`src/design/bpe_pkg.sv`:
```
package bpe_pkg;

   // Number of general counters fed by this block
   localparam int BPE_NCNT = 4;
   localparam int BPE_AW = 8;
   localparam int BPE_DW = 32;
   localparam int BPE_EVW = 16;

   // Register offsets (byte addresses)
   localparam logic [7:0] BPE_CFG0_OFS = 8'h00;
   localparam logic [7:0] BPE_CFG_STEP = 8'h04;
   localparam logic [7:0] BPE_STAT_OFS = 8'h10;
   localparam logic [7:0] BPE_OUT_OFS = 8'h14;

   // Counter configuration layout
   localparam int BPE_CODE_LSB = 0;
   localparam int BPE_CODE_W = 8;
   localparam int BPE_UMASK_LSB = 16;
   localparam int BPE_UMASK_W = 4;
   localparam int BPE_IAR_BIT = 20;
   localparam int BPE_OPC_BIT = 21;
   localparam logic [31:0] BPE_CFG_RST = 32'h0000_0000;
   localparam logic [31:0] BPE_CFG_WMASK = 32'h003F_00FF;
   localparam logic [31:0] BPE_ZERO = 32'h0000_0000;

   // Event codes
   localparam logic [7:0] BPE_EV_PRED = 8'h10;
   localparam logic [7:0] BPE_EV_SLOT = 8'h0D;

   // Unit masks under the prediction event group
   localparam logic [3:0] BPE_UM_S1_ALL = 4'h4;
   localparam logic [3:0] BPE_UM_S1_OK = 4'h5;
   localparam logic [3:0] BPE_UM_S1_PATH = 4'h6;
   localparam logic [3:0] BPE_UM_S1_TGT = 4'h7;
   localparam logic [3:0] BPE_UM_S2_ALL = 4'h8;
   localparam logic [3:0] BPE_UM_S2_OK = 4'h9;
   localparam logic [3:0] BPE_UM_S2_PATH = 4'hA;
   localparam logic [3:0] BPE_UM_S2_TGT = 4'hB;
   localparam logic [3:0] BPE_UM_S3_ALL = 4'hC;
   localparam logic [3:0] BPE_UM_S3_OK = 4'hD;
   localparam logic [3:0] BPE_UM_S3_PATH = 4'hE;
   localparam logic [3:0] BPE_UM_S3_TGT = 4'hF;

   // Slot-select bits of the taken-slot event
   localparam int BPE_SLOT0_BIT = 0;
   localparam int BPE_SLOT1_BIT = 1;
   localparam int BPE_SLOT2_BIT = 2;
   localparam int BPE_NONE_BIT = 3;

   // One resolved branch bundle per cycle from the front end
   typedef struct packed {
      logic valid;
      logic s1_hit;
      logic loop_last;
      logic tbl_hit;
      logic tbl_taken;
      logic is_return;
      logic tac_hit;
      logic hint_taken;
      logic kind_indirect;
      logic actual_taken;
      logic target_ok;
      logic [2:0] slot_taken;
      logic iar_match;
      logic opc_match;
   } bpe_branch_t;

   typedef struct packed {
      logic [7:0] addr;
      logic [31:0] wdata;
      logic wr;
      logic rd;
   } bpe_reg_req_t;

   typedef enum logic [2:0] {
      BPE_TGT_NONE = 3'b001,
      BPE_TGT_RETSTACK = 3'b010,
      BPE_TGT_COMPUTE = 3'b100
   } bpe_tgt_src_t;

endpackage

```
`src/design/bpe_event_logic.sv`:
```
`timescale 1ns/1ps
module bpe_event_logic
   import bpe_pkg::*;
(
   input wire logic clk,
   input wire logic reset,
   input wire bpe_reg_req_t reg_req,
   output logic [31:0] reg_rdata,
   input wire bpe_branch_t br,
   output logic [BPE_NCNT-1:0] cnt_inc,
   output logic redirect_seq,
   output bpe_tgt_src_t tgt_src
);

   function automatic logic bpe_cfg_hit(logic [7:0] addr, int idx);
      logic [7:0] ofs;
      ofs = BPE_CFG0_OFS + BPE_CFG_STEP * idx[7:0];
      return addr == ofs;
   endfunction

   function automatic logic bpe_count_sel(logic [31:0] cfg, logic [BPE_EVW-1:0] ev, logic slot_hit,
                                          logic iar, logic opc);
      logic [7:0] code;
      logic [3:0] umask;
      logic pick;
      code = cfg[BPE_CODE_LSB +: BPE_CODE_W];
      umask = cfg[BPE_UMASK_LSB +: BPE_UMASK_W];
      pick = ((code == BPE_EV_PRED) & ev[umask]) | ((code == BPE_EV_SLOT) & slot_hit);
      return pick & (~cfg[BPE_IAR_BIT] | iar) & (~cfg[BPE_OPC_BIT] | opc);
   endfunction

   logic [31:0] cfg [BPE_NCNT];
   logic [BPE_EVW-1:0] ev_last;
   logic [31:0] next_rdata;
   bpe_tgt_src_t next_tgt_src;

   wire logic v;
   wire logic s1;
   wire logic s1_live;
   wire logic s1_ok;
   wire logic s1_path;
   wire logic s1_tgt;
   wire logic s2_ok;
   wire logic s2_nt;
   wire logic s2_tk;
   wire logic s2_pred;
   wire logic s2_good;
   wire logic s2_path;
   wire logic s2_tgt;
   wire logic s3_loop;
   wire logic s3_comp;
   wire logic s3_hint;
   wire logic s3_pred;
   wire logic s3_tk;
   wire logic s3_good;
   wire logic s3_path;
   wire logic s3_tgt;
   wire logic next_redirect;
   wire logic [BPE_EVW-1:0] ev;
   wire logic [BPE_NCNT-1:0] slot_hit;
   wire logic [BPE_NCNT-1:0] next_inc;

   // First stage
   assign v = br.valid;
   assign s1 = v & br.s1_hit;
   assign s1_live = s1 & ~br.loop_last;
   assign s1_ok = s1_live & br.actual_taken & br.target_ok;
   assign s1_path = s1_live & ~br.actual_taken;
   assign s1_tgt = s1_live & br.actual_taken & ~br.target_ok;

   // Second stage acts only when the first stage made no prediction
   assign s2_ok = v & ~br.s1_hit;
   assign s2_nt = s2_ok & br.tbl_hit & ~br.tbl_taken;
   assign s2_tk = s2_ok & (br.tbl_hit ? (br.tbl_taken & (br.is_return | br.tac_hit)) : br.tac_hit);
   assign s2_pred = s2_nt | s2_tk;
   assign s2_good = (s2_nt & ~br.actual_taken) | (s2_tk & br.actual_taken & br.target_ok);
   assign s2_path = (s2_nt & br.actual_taken) | (s2_tk & ~br.actual_taken);
   assign s2_tgt = s2_tk & br.actual_taken & ~br.target_ok;

   // Third stage address calculator
   assign s3_loop = s1 & br.loop_last;
   assign s3_comp = s2_ok & br.tbl_hit & br.tbl_taken & ~br.tac_hit & ~br.is_return;
   assign s3_hint = s2_ok & ~br.tbl_hit & ~br.tac_hit;
   assign s3_pred = s3_loop | s3_comp | s3_hint;
   assign s3_tk = s3_comp | (s3_hint & br.hint_taken);
   assign s3_good = (s3_tk & br.actual_taken & br.target_ok)
                  | ((s3_loop | (s3_hint & ~br.hint_taken)) & ~br.actual_taken);
   assign s3_path = (s3_hint & (br.hint_taken ^ br.actual_taken)) | (s3_comp & ~br.actual_taken);
   assign s3_tgt = s3_tk & br.actual_taken & ~br.target_ok;

   // Fetch steering from the third stage
   assign next_redirect = s3_loop | (s3_hint & ~br.hint_taken);

   always_comb begin
      next_tgt_src = BPE_TGT_NONE;
      if (s3_comp) begin
         next_tgt_src = BPE_TGT_COMPUTE;
      end else if (s3_hint & br.hint_taken) begin
         next_tgt_src = br.kind_indirect ? BPE_TGT_RETSTACK : BPE_TGT_COMPUTE;
      end
   end

   // One bit per unit mask, each a single event of weight one
   assign ev = {s3_tgt, s3_path, s3_good, s3_pred,
                s2_tgt, s2_path, s2_good, s2_pred,
                s1_tgt, s1_path, s1_ok, s1,
                4'h0};

   genvar gi;
   generate
      for (gi = 0; gi < BPE_NCNT; gi++) begin : g_cnt
         bpe_slot_classify u_slot (
            .valid(v),
            .slot_taken(br.slot_taken),
            .slot_mask(cfg[gi][BPE_UMASK_LSB +: BPE_UMASK_W]),
            .hit(slot_hit[gi])
         );
         assign next_inc[gi] = bpe_count_sel(cfg[gi], ev, slot_hit[gi], br.iar_match, br.opc_match);
         always_ff @(posedge clk or posedge reset) begin
            if (reset) begin
               cfg[gi] <= BPE_CFG_RST;
            end else if (reg_req.wr && bpe_cfg_hit(reg_req.addr, gi)) begin
               cfg[gi] <= reg_req.wdata & BPE_CFG_WMASK;
            end
         end
      end
   endgenerate

   // Register read decode
   always_comb begin
      next_rdata = BPE_ZERO;
      if (!reg_req.rd) begin
         next_rdata = BPE_ZERO;
      end else if (bpe_cfg_hit(reg_req.addr, 0)) begin
         next_rdata = cfg[0];
      end else if (bpe_cfg_hit(reg_req.addr, 1)) begin
         next_rdata = cfg[1];
      end else if (bpe_cfg_hit(reg_req.addr, 2)) begin
         next_rdata = cfg[2];
      end else if (bpe_cfg_hit(reg_req.addr, 3)) begin
         next_rdata = cfg[3];
      end else if (reg_req.addr == BPE_STAT_OFS) begin
         next_rdata = {16'h0000, ev_last};
      end else if (reg_req.addr == BPE_OUT_OFS) begin
         next_rdata = {24'h00_0000, 1'b0, tgt_src, redirect_seq, 3'h0};
      end
   end

   always_ff @(posedge clk or posedge reset) begin
      if (reset) begin
         reg_rdata <= BPE_ZERO;
         ev_last <= 16'h0000;
         cnt_inc <= 4'h0;
         redirect_seq <= 1'b0;
         tgt_src <= BPE_TGT_NONE;
      end else begin
         reg_rdata <= next_rdata;
         ev_last <= ev;
         cnt_inc <= next_inc;
         redirect_seq <= next_redirect;
         tgt_src <= next_tgt_src;
      end
   end

   wire logic [7:0] c0_code;
   wire logic [3:0] c0_um;
   wire logic c0_plain;
   assign c0_code = cfg[0][BPE_CODE_LSB +: BPE_CODE_W];
   assign c0_um = cfg[0][BPE_UMASK_LSB +: BPE_UMASK_W];
   assign c0_plain = ~cfg[0][BPE_IAR_BIT] & ~cfg[0][BPE_OPC_BIT];
endmodule

```
`src/design/bpe_slot_classify.sv`:
```
`timescale 1ns/1ps
module bpe_slot_classify
   import bpe_pkg::*;
(
   input wire logic valid,
   input wire logic [2:0] slot_taken,
   input wire logic [3:0] slot_mask,
   output logic hit
);
   wire logic first0;
   wire logic first1;
   wire logic first2;
   wire logic none_taken;

   assign first0 = slot_taken[0];
   assign first1 = ~slot_taken[0] & slot_taken[1];
   assign first2 = ~slot_taken[0] & ~slot_taken[1] & slot_taken[2];
   assign none_taken = ~|slot_taken;

   // Every selected case is ORed into one outcome
   assign hit = valid & ((slot_mask[BPE_SLOT0_BIT] & first0)
                       | (slot_mask[BPE_SLOT1_BIT] & first1)
                       | (slot_mask[BPE_SLOT2_BIT] & first2)
                       | (slot_mask[BPE_NONE_BIT] & none_taken));
endmodule

```
`config.mk`:
```
export PLATFORM = sky130hd
export DESIGN_NAME = bpe_event_logic
export DESIGN_NICKNAME = d
export VERILOG_FILES = /design/src/design/bpe_pkg.sv /design/src/design/bpe_event_logic.sv /design/src/design/bpe_slot_classify.sv
export SDC_FILE = /design/constraint.sdc
export NUM_CORES = 1
export LEC_CHECK = 0
export ABC_AREA = 1
export BUFFER_PORTS_ARGS = -buffer_cell sky130_fd_sc_hd__buf_2
export CORE_MARGIN = 8
export CORE_UTILIZATION = 50
export DETAILED_ROUTE_END_ITERATION = 6
export GPL_TIMING_DRIVEN = 1
export PLACE_DENSITY = 0.88
export SYNTH_ARGS = -nofsm -noshare
export SYNTH_HDL_FRONTEND = slang
export SYNTH_SLANG_ARGS = --single-unit
```
`constraint.sdc`:
```
create_clock -name clk -period 3.06 [get_ports clk]
set_input_delay 0.612 -clock clk [delete_from_list [all_inputs] [get_ports clk]]
set_output_delay 0.612 -clock clk [all_outputs]
set_load 0.02 [all_outputs]
```
==> metrics.cfg <==
[flow_run]
cap_violations=0

[power]
switchingPower_uw=681
seq_power_share_pct=55.1
cellPowerDensity_nw_per_um2=446
internal-power_mw=1.82
design_power_total_mw=2.50
sw_frac_of_total_pct=27.2
pwr-share-comb_pct=11.1
clkPwrFrac_pct=33.9
ir_drop_mv=0.266
p_leak_nw=2.73

[timing]
hold_violations=0
relSlewSlack_pct=60.1
tightest_slew_ps=594
rsz0062_at_grt=false
fin_crit_ps=2020
setup-tns-final_ps=0
setup_viol=0
fin_crit_sh_pct=66.0
max_freq_mhz=495
finClkSkew_ps=7.68
drv_slew=0

[route]
vias_per_cell=5.66
wirelength_um=14100
avgRoutedWirePerCell_um=17.2
drt_iter0_drc=409
postRouteAntennaNets=0
drc_errors=0
vias=4616
firstDrtPassIters=5

[yosys]
yosys.area.top_type_share_pct=48.5
ys_seq_area_share_pct=49.1
synth.area.top_cells=dfrtp_1, nand2_1, o21ai_0, inv_1, nand3_1
syn_area_um2=5000
synthCells=613
synth_top_area_cell=dfrtp_1
ys_warn_count=0
synth_seq_cells=98
ys_types=38
syn_area_per_cell_um2=8.16

[finish]
regArea_um2=2450
syn_to_final_growth_pct=12.4
fillers=899
multi_input_area_um2=2110
drive_gt1_share_pct=19.5
nets=738
antenna_cells=0

[clocking]
cts_buffers=9
cts.sinks=98
htree_levels=3
post_cts_buffers=0
cts_tree=built
clock_path_buffers=2
clk_pin_slew_ps=90
ctsResizeCount=0
postCtsHoldBufs=0
clkLatencyLatePin_ps=370
root_buffer=clkbuf_8

[die]
rows=36
die-height_um=116
design.die.area_um2=13500
ios=100
chipWidth_um=116
core_um2=9730
start_util_pct=51.4

[place]
routabilityCongestion=0.989
io_buffers=71
dp_hpwl_um=10300

[global_route]
grt_use_total_pct=21.9
gr-total-overflow=0
grt_first_pass_wirelength_um=22800
antenna_found_initial=0
grt_start_max_net_pins=99
grt_pass1_vias=4657

[critical_path]
worstSetupEndpointType=register
cp.arrival_ps=2290
required_ps=3330
start_kind=input port
crit_type=input port to register
cp_max_fo=28

[worst_hold_path]
hp-class=input port to async pin

[status]
outcome=complete, no violations

stage by stage:
step | utilization, % | hold slack (ps) | setup WS, ps | area, um^2 | instances
after floorplan | - | 453 | 1290 | 5040 | 622
after global placement | 55.7 | 466 | 798 | 5420 | 800
after detailed placement | 55.7 | 473 | 692 | 5420 | 800
after CTS | 57.8 | 406 | 1080 | 5620 | 816
after global routing | 57.8 | 426 | 925 | 5620 | 816
final | 57.8 | 374 | 1040 | 5620 | 816
cells by family after synthesis:
group	count (synthesis)	synth area share (%)
buffers and inverters	108	9.46
AOI/OAI and AO/OA	147	16.6
other	1	0.0750
and+or+nand+nor	259	24.8
DFF	98	49.1
critical path, stage by stage:
cell,delay (ps)
buf_2,100
nor2_1,120
nand2_1,130
inv_2,110
nand4_2,370
inv_2,220
nand2_2,310
o21ai_0,300
power by group through the flow:
stage / logic [mW] / registers [mW] / clock network (mW)
floorplan: 0.190 / 1.39 / 0
global placement: 0.265 / 1.40 / 0
detailed placement: 0.274 / 1.40 / 0
CTS: 0.275 / 1.38 / 0.861
global route: 0.310 / 1.39 / 0.922
finish: 0.277 / 1.38 / 0.848
placed cells by master (no fill, tap or decap), types with 2 or more instances in the layout:
master      count
o211ai_1        7
nand4_1        11
o22ai_1        12
inv_1          70
nand3_1        45
buf_2          71
nand3_2         3
nor2_2          5
nor2_4          4
a21oi_2         3
inv_2           8
a221oi_1        2
clkinv_2        3
nor2_1         11
o21ai_0        54
clkbuf_8       10
dfrtp_1        97
nand2_1       142
nand2_2        11
nor3b_1         8
a21oi_1        29
nor3_4          2
conb_1         10
o21ai_1        29
nor3_1         12
o221ai_1        8
clkinvlp_4      2
layer usage:
metal / wire, um / track usage, % / vias up
li1: - / - / 2158
met1: 5630 / 26.4 / 2197
met2: 6930 / 35.9 / 219
met3: 1010 / 4.27 / 42
met4: 495 / 12.4 / 0
met5: 0 / 0 / -
synthesized netlist by cell type, drive strengths merged:
master	n
a21oi	32
a221oi	2
a41oi	1
buf	20
clkbuf	8
clkinv	1
conb	1
dfrtp	97
dfstp	1
inv	79
nand2	154
nand3	48
nand4	12
nor2	20
nor3	15
nor3b	8
nor4	1
o2111ai	1
o211ai	7
o21ai	84
o221ai	8
o22ai	12
or2	1
worst paths after layout:
check / from / end / slack, ps / cells past startpoint
worst max-delay path: reg_req[41] / cfg[17] / 1040 / 8
worst min-delay path: reset / reg_rdata[8] / 370 / 3
worst max register to register: cfg[71] / cnt_inc[1] / 1330 / 5
worst min register to register: cfg[2] / cfg[2] / 490 / 2
max in group asynchronous: reset / cfg[83] / 2280 / 3
min in group clk: br[7] / tgt_src[2] / 440 / 2
area by class of cell:
cell class,count,area share [%]
Clock buffer,10,2.45
Clock inverter,6,1.16
Inverter,80,5.43
Multi-Input combinational cell,416,37.5
Sequential cell,98,43.7
Tap cell,133,2.96
Timing Repair Buffer,73,6.81
sequential cells by signal (all words and copies together) (netlist names):
signal        count
cfg              44
reg_rdata        22
c0_um             4
c0_code           8
cnt_inc           4
ev_last          12
tgt_src           3
redirect_seq      1
(Power assumes the default switching activity.)
